## src/rtl/imp_pkg.sv

```systemverilog
// package for the indexed move and pointer instruction unit
// ----------------------------------------------------------------
// Function
// - move_indexed_to_absolute reads from frame_pointer_two plus the 7-bit offset of word one.
// - move_indexed_to_absolute writes to the 12-bit address carried in word two.
// - every source and destination address may be anywhere from 000h to fffh.
// - a source address that hits an indirect-addressing register yields data 00h.
// - move_indexed_to_absolute is 1110 1011 0 plus offset, then 1111 plus the 12-bit address.
// - move_indexed_to_indexed is 1110 1011 1 plus offset, then 1111, don't-cares, 7-bit offset.
// - move_indexed_to_indexed adds each 7-bit offset to frame_pointer_two.
// - an indexed destination that hits an indirect-addressing register gives no write (nop).
// - push_literal writes the 8-bit literal at frame_pointer_two, then decrements it, in one cycle.
// - subtract_literal_from_pointer subtracts a 6-bit literal from pointer 0, 1 or 2.
// - subtract_literal_from_pointer is 1110 1001 ff kkkkkk, one word, one cycle, flags untouched.
// ----------------------------------------------------------------
package imp_pkg;
  localparam int ADDR_W = 12;
  localparam int DATA_W = 8;
  localparam int NUM_PTR = 3;
  localparam logic [7:0] OPC_MOVE_IDX = 8'heb;
  localparam logic [7:0] OPC_PUSH_LIT = 8'hfa;
  localparam logic [7:0] OPC_SUB_PTR = 8'he9;
  localparam logic [3:0] OPC_SECOND = 4'hf;
  localparam logic [11:0] PTR_RST = 12'h000;
  localparam logic [7:0] ZERO_DATA = 8'h00;
  localparam logic [1:0] SEL_FP2 = 2'h2;

  typedef enum logic [1:0] {
    IMP_IDLE = 2'b00,
    IMP_SECOND = 2'b01
  } imp_state_e;

  typedef struct packed {
    logic en;
    logic [11:0] addr;
    logic [7:0] data;
  } imp_wr_s;
endpackage

```

## src/rtl/imp_ptr_file.sv

```systemverilog
// three 12-bit pointer registers with one write port
`timescale 1ns/1ps
module imp_ptr_file (
  input wire logic clk_sys,
  input wire logic rst,
  input wire logic wr_en,
  input wire logic [1:0] wr_sel,
  input wire logic [imp_pkg::ADDR_W-1:0] wr_val,
  output logic [3*imp_pkg::ADDR_W-1:0] ptr_flat
);
  import imp_pkg::*;
  logic [ADDR_W-1:0] ptr_ff [NUM_PTR];
  logic [ADDR_W-1:0] nxt_ptr [NUM_PTR];

  genvar i;
  generate
    for (i = 0; i < NUM_PTR; i++) begin : g_ptr
      always_comb begin
        nxt_ptr[i] = ptr_ff[i];
        if (wr_en && (wr_sel == 2'(i))) begin
          nxt_ptr[i] = wr_val;
        end
      end
      always_ff @(posedge clk_sys) begin
        if (rst) begin
          ptr_ff[i] <= PTR_RST;
        end else begin
          ptr_ff[i] <= nxt_ptr[i];
        end
      end
      assign ptr_flat[i*ADDR_W +: ADDR_W] = ptr_ff[i];
    end
  endgenerate
endmodule

```

## src/rtl/imp_exec.sv

```systemverilog
// execution unit for indexed moves, literal push and pointer subtract
`timescale 1ns/1ps
module imp_exec (
  input wire logic clk_sys,
  input wire logic rst,
  input wire logic instr_valid,
  input wire logic [15:0] instr_word,
  input wire logic [imp_pkg::DATA_W-1:0] mem_rd_data,
  input wire logic mem_rd_indirect,
  input wire logic [imp_pkg::ADDR_W-1:0] dst_indirect_mask,
  output logic [imp_pkg::ADDR_W-1:0] mem_rd_addr,
  output imp_pkg::imp_wr_s mem_wr,
  output logic [imp_pkg::ADDR_W-1:0] fp2_out,
  output logic busy,
  output logic instr_done,
  output logic illegal_op
);
  import imp_pkg::*;

  // ----------------------------------------------------------------
  // pointer storage
  // ----------------------------------------------------------------
  logic ptr_we;
  logic [1:0] ptr_sel;
  logic [ADDR_W-1:0] ptr_val;
  logic [3*ADDR_W-1:0] ptr_flat;
  logic [ADDR_W-1:0] fp2;

  imp_ptr_file u_ptr (
    .clk_sys(clk_sys),
    .rst(rst),
    .wr_en(ptr_we),
    .wr_sel(ptr_sel),
    .wr_val(ptr_val),
    .ptr_flat(ptr_flat)
  );
  assign fp2 = ptr_flat[2*ADDR_W +: ADDR_W];

  // ----------------------------------------------------------------
  // decode
  // ----------------------------------------------------------------
  logic dec_move;
  logic dec_push;
  logic dec_sub;
  logic dec_sub_bad;
  logic [ADDR_W-1:0] src_sum;
  logic [ADDR_W-1:0] dst_sum;
  logic [ADDR_W-1:0] sub_res;
  logic [ADDR_W-1:0] sel_ptr;

  assign dec_move = instr_word[15:8] == OPC_MOVE_IDX;
  assign dec_push = instr_word[15:8] == OPC_PUSH_LIT;
  // select 3 belongs to the add-and-return neighbour, flagged here only
  assign dec_sub = (instr_word[15:8] == OPC_SUB_PTR) && (instr_word[7:6] != 2'h3);
  assign dec_sub_bad = (instr_word[15:8] == OPC_SUB_PTR) && (instr_word[7:6] == 2'h3);
  // sums keep 12 bits so the wrap falls out naturally
  assign src_sum = fp2 + {5'h00, instr_word[6:0]};
  assign sel_ptr = ptr_flat[instr_word[7:6]*ADDR_W +: ADDR_W];
  assign sub_res = sel_ptr - {6'h00, instr_word[5:0]};

  // ----------------------------------------------------------------
  // sequencer
  // ----------------------------------------------------------------
  imp_state_e state_ff, nxt_state;
  logic kind_ff, nxt_kind;
  logic [DATA_W-1:0] data_ff, nxt_data;
  logic [ADDR_W-1:0] rd_addr_ff, nxt_rd_addr;
  imp_wr_s wr_ff, nxt_wr;
  logic done_ff, nxt_done;
  logic ill_ff, nxt_ill;
  logic busy_ff, nxt_busy;

  assign dst_sum = fp2 + {5'h00, instr_word[6:0]};

  always_comb begin
    nxt_state = state_ff;
    nxt_kind = kind_ff;
    nxt_data = data_ff;
    nxt_rd_addr = rd_addr_ff;
    nxt_wr = '0;
    nxt_done = 1'b0;
    nxt_ill = 1'b0;
    ptr_we = 1'b0;
    ptr_sel = SEL_FP2;
    ptr_val = fp2;
    unique case (state_ff)
      IMP_IDLE: begin
        if (instr_valid && dec_move) begin
          nxt_kind = instr_word[7];
          nxt_rd_addr = src_sum;
          nxt_state = IMP_SECOND;
        end else if (instr_valid && dec_push) begin
          nxt_wr.en = 1'b1;
          nxt_wr.addr = fp2;
          nxt_wr.data = instr_word[7:0];
          ptr_we = 1'b1;
          ptr_val = fp2 - 12'h001;
          nxt_done = 1'b1;
        end else if (instr_valid && dec_sub) begin
          ptr_we = 1'b1;
          ptr_sel = instr_word[7:6];
          ptr_val = sub_res;
          nxt_done = 1'b1;
        end else if (instr_valid) begin
          nxt_ill = dec_sub_bad;
        end
      end
      IMP_SECOND: begin
        // source read is captured in the second cycle, together with the second word
        nxt_data = mem_rd_indirect ? ZERO_DATA : mem_rd_data;
        if (instr_valid) begin
          nxt_state = IMP_IDLE;
          nxt_done = 1'b1;
          nxt_wr.data = nxt_data;
          if (kind_ff) begin
            nxt_wr.addr = dst_sum;
            // indirect-register destination turns into a nop
            nxt_wr.en = (instr_word[15:12] == OPC_SECOND) &&
                        !dst_indirect_mask[0];
          end else begin
            nxt_wr.addr = instr_word[11:0];
            nxt_wr.en = instr_word[15:12] == OPC_SECOND;
          end
          nxt_ill = instr_word[15:12] != OPC_SECOND;
        end
      end
      default: begin
        nxt_state = IMP_IDLE;
      end
    endcase
    // busy gets its own flop so the port is not a decode of the state
    nxt_busy = nxt_state == IMP_SECOND;
  end

  always_ff @(posedge clk_sys) begin
    if (rst) begin
      state_ff <= IMP_IDLE;
      kind_ff <= 1'b0;
      data_ff <= ZERO_DATA;
      rd_addr_ff <= PTR_RST;
      wr_ff <= '0;
      done_ff <= 1'b0;
      ill_ff <= 1'b0;
      busy_ff <= 1'b0;
    end else begin
      state_ff <= nxt_state;
      kind_ff <= nxt_kind;
      data_ff <= nxt_data;
      rd_addr_ff <= nxt_rd_addr;
      wr_ff <= nxt_wr;
      done_ff <= nxt_done;
      ill_ff <= nxt_ill;
      busy_ff <= nxt_busy;
    end
  end

  // ----------------------------------------------------------------
  // outputs
  // ----------------------------------------------------------------
  assign mem_rd_addr = rd_addr_ff;
  assign mem_wr = wr_ff;
  assign fp2_out = fp2;
  assign busy = busy_ff;
  assign instr_done = done_ff;
  assign illegal_op = ill_ff;
endmodule

```

## config.mk

```make
export PLATFORM = sky130hd
export DESIGN_NAME = imp_exec
export DESIGN_NICKNAME = d
export VERILOG_FILES = /design/src/rtl/imp_pkg.sv /design/src/rtl/imp_ptr_file.sv /design/src/rtl/imp_exec.sv
export SDC_FILE = /design/constraint.sdc
export NUM_CORES = 1
export LEC_CHECK = 0
export ABC_AREA = 0
export ABC_CLOCK_PERIOD_IN_PS = 4200
export BUFFER_PORTS_ARGS = -buffer_cell sky130_fd_sc_hd__buf_2
export CAP_MARGIN = 20
export CORE_ASPECT_RATIO = 1.25
export CORE_MARGIN = 2
export CORE_UTILIZATION = 40
export CTS_CLUSTER_SIZE = 12
export DETAILED_ROUTE_END_ITERATION = 12
export GPL_ROUTABILITY_DRIVEN = 0
export HOLD_SLACK_MARGIN = 0.02
export SYNTH_ARGS = -nofsm -noshare
export SYNTH_HDL_FRONTEND = slang
export SYNTH_SLANG_ARGS = --single-unit
```

## constraint.sdc

```tcl
create_clock -name clk_sys -period 4.2 [get_ports clk_sys]
set_input_delay 0.42 -clock clk_sys [delete_from_list [all_inputs] [get_ports clk_sys]]
set_output_delay 0.42 -clock clk_sys [all_outputs]
set_load 0.1 [all_outputs]
```

==> results of run 1 <==
==> logic make-up after synthesis <==
kind of cell	count (synthesis)	share of synthesized area (%)
other cells	1	0.0841
xor+xnor	19	3.73
fa+ha+maj	17	5.11
buf+inv	63	6.43
simple gates	192	20.8
mux	21	4.91
flops	75	33.7
compound gates	167	25.2
==> worst min-delay path: cells and delay by family <==
family	cells	cell delay (ns)
compound gates	1	0.05
simple gates	1	0.07
buf+inv	1	0.08
==> state kept, by name (all words and copies together), names as in the netlist <==
name	flops
mem_wr	21
busy	1
illegal_op	1
kind_ff	1
mem_rd_addr	12
instr_done	1
u_ptr.ptr_ff	36
state_ff	2
==> power by group through the flow <==
| stage | Clock [mW] | Sequential (mW) | Combinational, mW |
|---|---|---|---|
| after floorplan | 0 | 0.730 | 0.0689 |
| after global placement | 0 | 0.729 | 0.111 |
| after detailed placement | 0 | 0.729 | 0.112 |
| after CTS | 0.731 | 0.714 | 0.112 |
| after global routing | 0.760 | 0.714 | 0.124 |
| final | 0.722 | 0.714 | 0.113 |
==> cell usage in the layout, fill, tap and decap left out, types with 3 or more instances in the layout <==
cell,n
buf_2,76
a31oi_1,3
nor3_1,13
inv_1,15
a22oi_1,15
nor3_2,4
a221oi_1,3
dfxtp_1,75
or3_1,4
nor4_1,3
o21a_1,5
nand2_1,41
nand3_1,9
a21o_1,7
o21ai_1,7
o31ai_1,5
o21bai_1,4
nand4_1,7
clkinvlp_4,3
o2bb2ai_1,3
a211oi_1,30
clkbuf_16,9
buf_4,9
or4_1,3
a21oi_1,41
a311oi_1,6
mux2i_1,17
nand2b_1,5
nand3b_1,5
o21ai_0,18
ha_1,15
xnor2_1,17
nor2_1,75
nor2b_1,8
==> metrics by stage <==
step,area [µm²],cells,power (mW)
2_1_floorplan,4460,555,0.799
3_3_place_gp,4860,727,0.840
3_5_place_dp,4860,727,0.841
4_1_cts,5140,743,1.56
5_1_grt,5150,744,1.60
6_report,5150,744,1.55
==> final cells by class <==
type,instances,area [µm²]
clock buffers,10,239
clock inverters,6,41.3
fillers,1101,5830
inverters,15,56.3
multi-input cells,417,2680
flip-flops and latches,75,1500
well taps,135,169
repair buffers,86,459
==> per-layer routing <==
metal	up-vias	track usage [%]	share of wire, %
met3	38	4.48	6.4
met4	0	10.8	3.7
met2	182	41.7	50
li1	2110	-	-
met5	-	0	0
met1	2079	26.4	39
==> worst min path at each step <==
stage | start | slack, ns | end
3_5_place_dp | u_ptr.ptr_ff[1][0] | 0.45 | u_ptr.ptr_ff[1][0]
6_report | mem_rd_data[2] | 0.31 | mem_wr[2]
3_3_place_gp | u_ptr.ptr_ff[0][2] | 0.44 | u_ptr.ptr_ff[0][2]
4_1_cts | mem_rd_data[6] | 0.31 | mem_wr[6]
2_1_floorplan | u_ptr.ptr_ff[0][2] | 0.43 | u_ptr.ptr_ff[0][2]
5_1_grt | mem_rd_data[2] | 0.34 | mem_wr[2]
==> reports/metrics.cfg, run 1 <==
[worst_setup_path]
crit_fanout=13
cp-end-kind=flip-flop
cp.depth=11
crit_top_cell=or4_1
crit_type=in -> reg
path_buf_inv=2
r2r-end=u_ptr.ptr_ff[2][11]
cp-start-kind=primary input
crit_arrival_ns=3.42
r2r_setup_slack_ns=1.30
crit_path_end=u_ptr.ptr_ff[2][11]
reg2reg_depth=10
path_cells=buf_2 -> buf_4 -> mux2i_1 -> o21ai_0 -> ha_1 -> or3b_1 -> o31a_1 -> or4_1 -> or4_1 -> nand3_1 -> a311oi_1
critPathMaxStageDelay_ns=0.55
reg2reg_from=u_ptr.ptr_ff[2][3]
slowest_stage=or4_1
worstPathRequired_ns=4.40
path_delay_family=simple AND/OR/NAND/NOR gates
cp-startpoint=instr_word[6]

[power]
p_switching_mw=0.384
internal-power_mw=1.17
p_leak_nw=2.02
power.density_nw_per_um2=301
combPwrFrac_pct=7.3
p_seq_share_pct=46.1
swShare_pct=24.8
p_clk_share_pct=46.6
irDropWorstVdd_v=0.000160

[synthesis]
synth_top_area_share_pct=33.7
yosysSeqAreaShare_pct=33.7
ys_types=68
synth_area_per_cell_um2=8.03
synthTopCellsByArea=dfxtp_1, nor2_1, a211oi_1
ys.warnings.count=0
synth_common_cells=dfxtp_1, nor2_1, a21oi_1, nand2_1, clkbuf_1
syn_area_um2=4460
synth_top_area_cell=dfxtp_1
ys_seq_elements=75
synth_flop_cell=dfxtp_1
netlist_instances=555
synth-edff-count=0
ys_async_sr_fraction_pct=0
synthesis.nets=612

[floorplanning]
placementRows=43
ios=88
die-area_um2=12000
die_w_um=98.4
core_area_um2=11000
start_util_pct=40.6
die_h_um=122

[hold_path]
min_delay_path_depth=3
hold_class=in -> reg

[timing]
relSlewSlack_pct=44.8
setup_violations=0
fin_setup_tns_ns=0
tightest_slew_ns=0.821
slew_viol_final=0
grt_setup_unrepaired=false
whs_ns=0.313
fin_crit_sh_pct=76.8
hold_violations=0
period_minus_slack_ns=3.22
fin_ws_ns=0.976
finClkSkew_ns=0.00511
fmax_mhz=310

[clock_network]
htree_levels=3
clk_latency_ns=0.34
cts_buffers=9
ctsResizeCount=0
holdBufCountCts=0
clkTransAtPathRegs_ns=0.06
clockBufferDepth=2
post_cts_buffers=0
clock_sinks=75
cts_tree=done
root_buffer=clkbuf_16

[outcome]
status=complete, no violations

[drt]
wl_per_cell_um=18.4
routed_wl_mm=13.7
drt_iter0_markers=323
drcViolationCount=0
first_pass_iters=8
ant_nets=0
viasPerCell=5.93
dr_total_vias=4409

[global_routing]
grt_pass1_wl_mm=21.9
antenna_found_initial=0
grt_overflow=0
grt_max_degree=44
first_global_vias=4231
track_usage_pct=23.2

[layout]
drive_above_1_share_pct=18.7
post-route-util_pct=46.9
nets=661
diodes=0
syn_to_final_growth_pct=15.5

[place]
io_buffers=76
pre_cts_slack_ns=0.620
dp_hpwl_mm=10.0

[flow_run]
cap_violations=0

(Power assumes the default switching activity.)
==> run 2: changes to the inputs <==
--- a/config.mk
+++ b/config.mk
@@ -6,7 +6,7 @@
 export NUM_CORES = 1
 export LEC_CHECK = 0
 export ABC_AREA = 0
-export ABC_CLOCK_PERIOD_IN_PS = 4200
+export ABC_CLOCK_PERIOD_IN_PS = 3100
 export BUFFER_PORTS_ARGS = -buffer_cell sky130_fd_sc_hd__buf_2
 export CAP_MARGIN = 20
 export CORE_ASPECT_RATIO = 1.25
==> constraint.sdc (replaced) <==
create_clock -name clk_sys -period 3.1 [get_ports clk_sys]
set_input_delay 0.31 -clock clk_sys [delete_from_list [all_inputs] [get_ports clk_sys]]
set_output_delay 0.31 -clock clk_sys [all_outputs]
set_load 0.1 [all_outputs]
==> reports/metrics.cfg, run 2 (synthesized netlist as in run 1, its figures left out) <==
[outcome]
status=complete, no violations

[layout]
nFillCells=1103
final_cell_mix=buf_2, nor2_1, dfxtp_1, a21oi_1, nand2_1
stdcell_area_um2=5320
drive_above_1_share_pct=22.0
regArea_um2=1500
diodes=0
post-route-util_pct=48.5
top_register=u_ptr.ptr_ff
nets=685
finalNonFillerCells=768
mostFrequentLayoutCell=buf_2
multi_input_area_um2=2690
largest_reg_flops=36
syn_to_final_growth_pct=19.4

[clock_network]
clk_latency_ns=0.34
clockBufferDepth=2
cts_buffers=9
cts_tree=done
root_buffer=clkbuf_16
clkTransAtPathRegs_ns=0.06
clock_sinks=75
htree_levels=3
holdBufCountCts=0

[timing]
hold_violations=0
tightest_slew_ns=0.802
setup_violations=0
fmax_mhz=346
fin_ws_ns=0.212
fin_setup_tns_ns=0
fin_crit_sh_pct=93.2
grt_setup_unrepaired=false
whs_ns=0.211
relSlewSlack_pct=46.5
slew_viol_final=0
period_minus_slack_ns=2.89
finClkSkew_ns=0.00445

[worst_setup_path]
cp-end-kind=flip-flop
crit_fanout=3
crit_arrival_ns=3.08
worstPathRequired_ns=3.29
reg2reg_from=u_ptr.ptr_ff[1][0]
cp-start-kind=flip-flop
cp-startpoint=u_ptr.ptr_ff[1][0]
crit_type=reg -> reg

[global_routing]
first_global_vias=4361
grt_overflow=0
antenna_found_initial=0
grt_max_degree=35
grt_pass1_wl_mm=22.1
track_usage_pct=23.3

[floorplanning]
start_util_pct=40.6
core_area_um2=11000
placementRows=43
die-area_um2=12000
die_w_um=98.4
die_h_um=122
ios=88

[place]
dpl_cell_area_um2=5040
io_buffers=76
dp_hpwl_mm=10.4
dp_cells=752
pre_cts_slack_ns=-0.249

[flow_run]
cap_violations=0

[power]
irDropWorstVdd_v=0.000275
total_power_mw=2.10
power.density_nw_per_um2=395
p_leak_nw=2.14

[drt]
first_pass_iters=5
ant_nets=0
drt_iter0_markers=274
viasPerCell=5.84
drcViolationCount=0
routed_wl_mm=13.7
wl_per_cell_um=17.9
dr_total_vias=4485

[hold_path]
hold_path.startpoint=mem_rd_data[6]
hold_class=in -> reg

## run 2: critical path, cell delays in order (launching register included)
cell	delay (ns)
dfxtp_1	0.31
mux2i_1	0.15
nor2_1	0.07
a21oi_1	0.16
ha_1	0.19
inv_1	0.05
fa_1	0.40
a21o_1	0.22
a211o_1	0.35
a21oi_1	0.18
xnor2_1	0.09
a222oi_1	0.31
buf_4	0.19
a211oi_1	0.07
## run 2: layer usage
metal / GRT usage [%] / routed length [µm] / up-vias
li1: - / - / 2166
met1: 25.7 / 5390 / 2097
met2: 42.6 / 6960 / 171
met3: 3.90 / 678 / 51
met4: 12.2 / 702 / 0
met5: 0 / 0 / -
## run 2: report_power, final
group	total (mW)	internal [mW]	switching, mW	leakage, nW
registers	0.967	0.965	0.00166	0.604
clock network	0.974	0.545	0.429	0.132
logic	0.164	0.0596	0.104	1.40
total	2.10	1.57	0.534	2.14
## run 2: worst paths after layout
path                         to  slack, ns  cells past startpoint
min reg2reg  u_ptr.ptr_ff[0][8]       0.45                      2
min                   mem_wr[6]       0.21                      3
max reg2reg  u_ptr.ptr_ff[1][6]       0.21                     13
max          u_ptr.ptr_ff[1][6]       0.21                     13
## run 2: final cells by class
type                    count  area share (%)
clock inverters             7           0.964
flip-flops and latches     75            28.2
clock buffers               9            4.23
multi-input cells         417            50.4
well taps                 135            3.17
inverters                  15            1.06
repair buffers            110            11.9
## run 2: timing repair
action	in CTS	in global routing
hold endpoints to repair	0	0
resized for setup	0	1
setup buffers	0	0
endpoints found under the setup margin	0	6
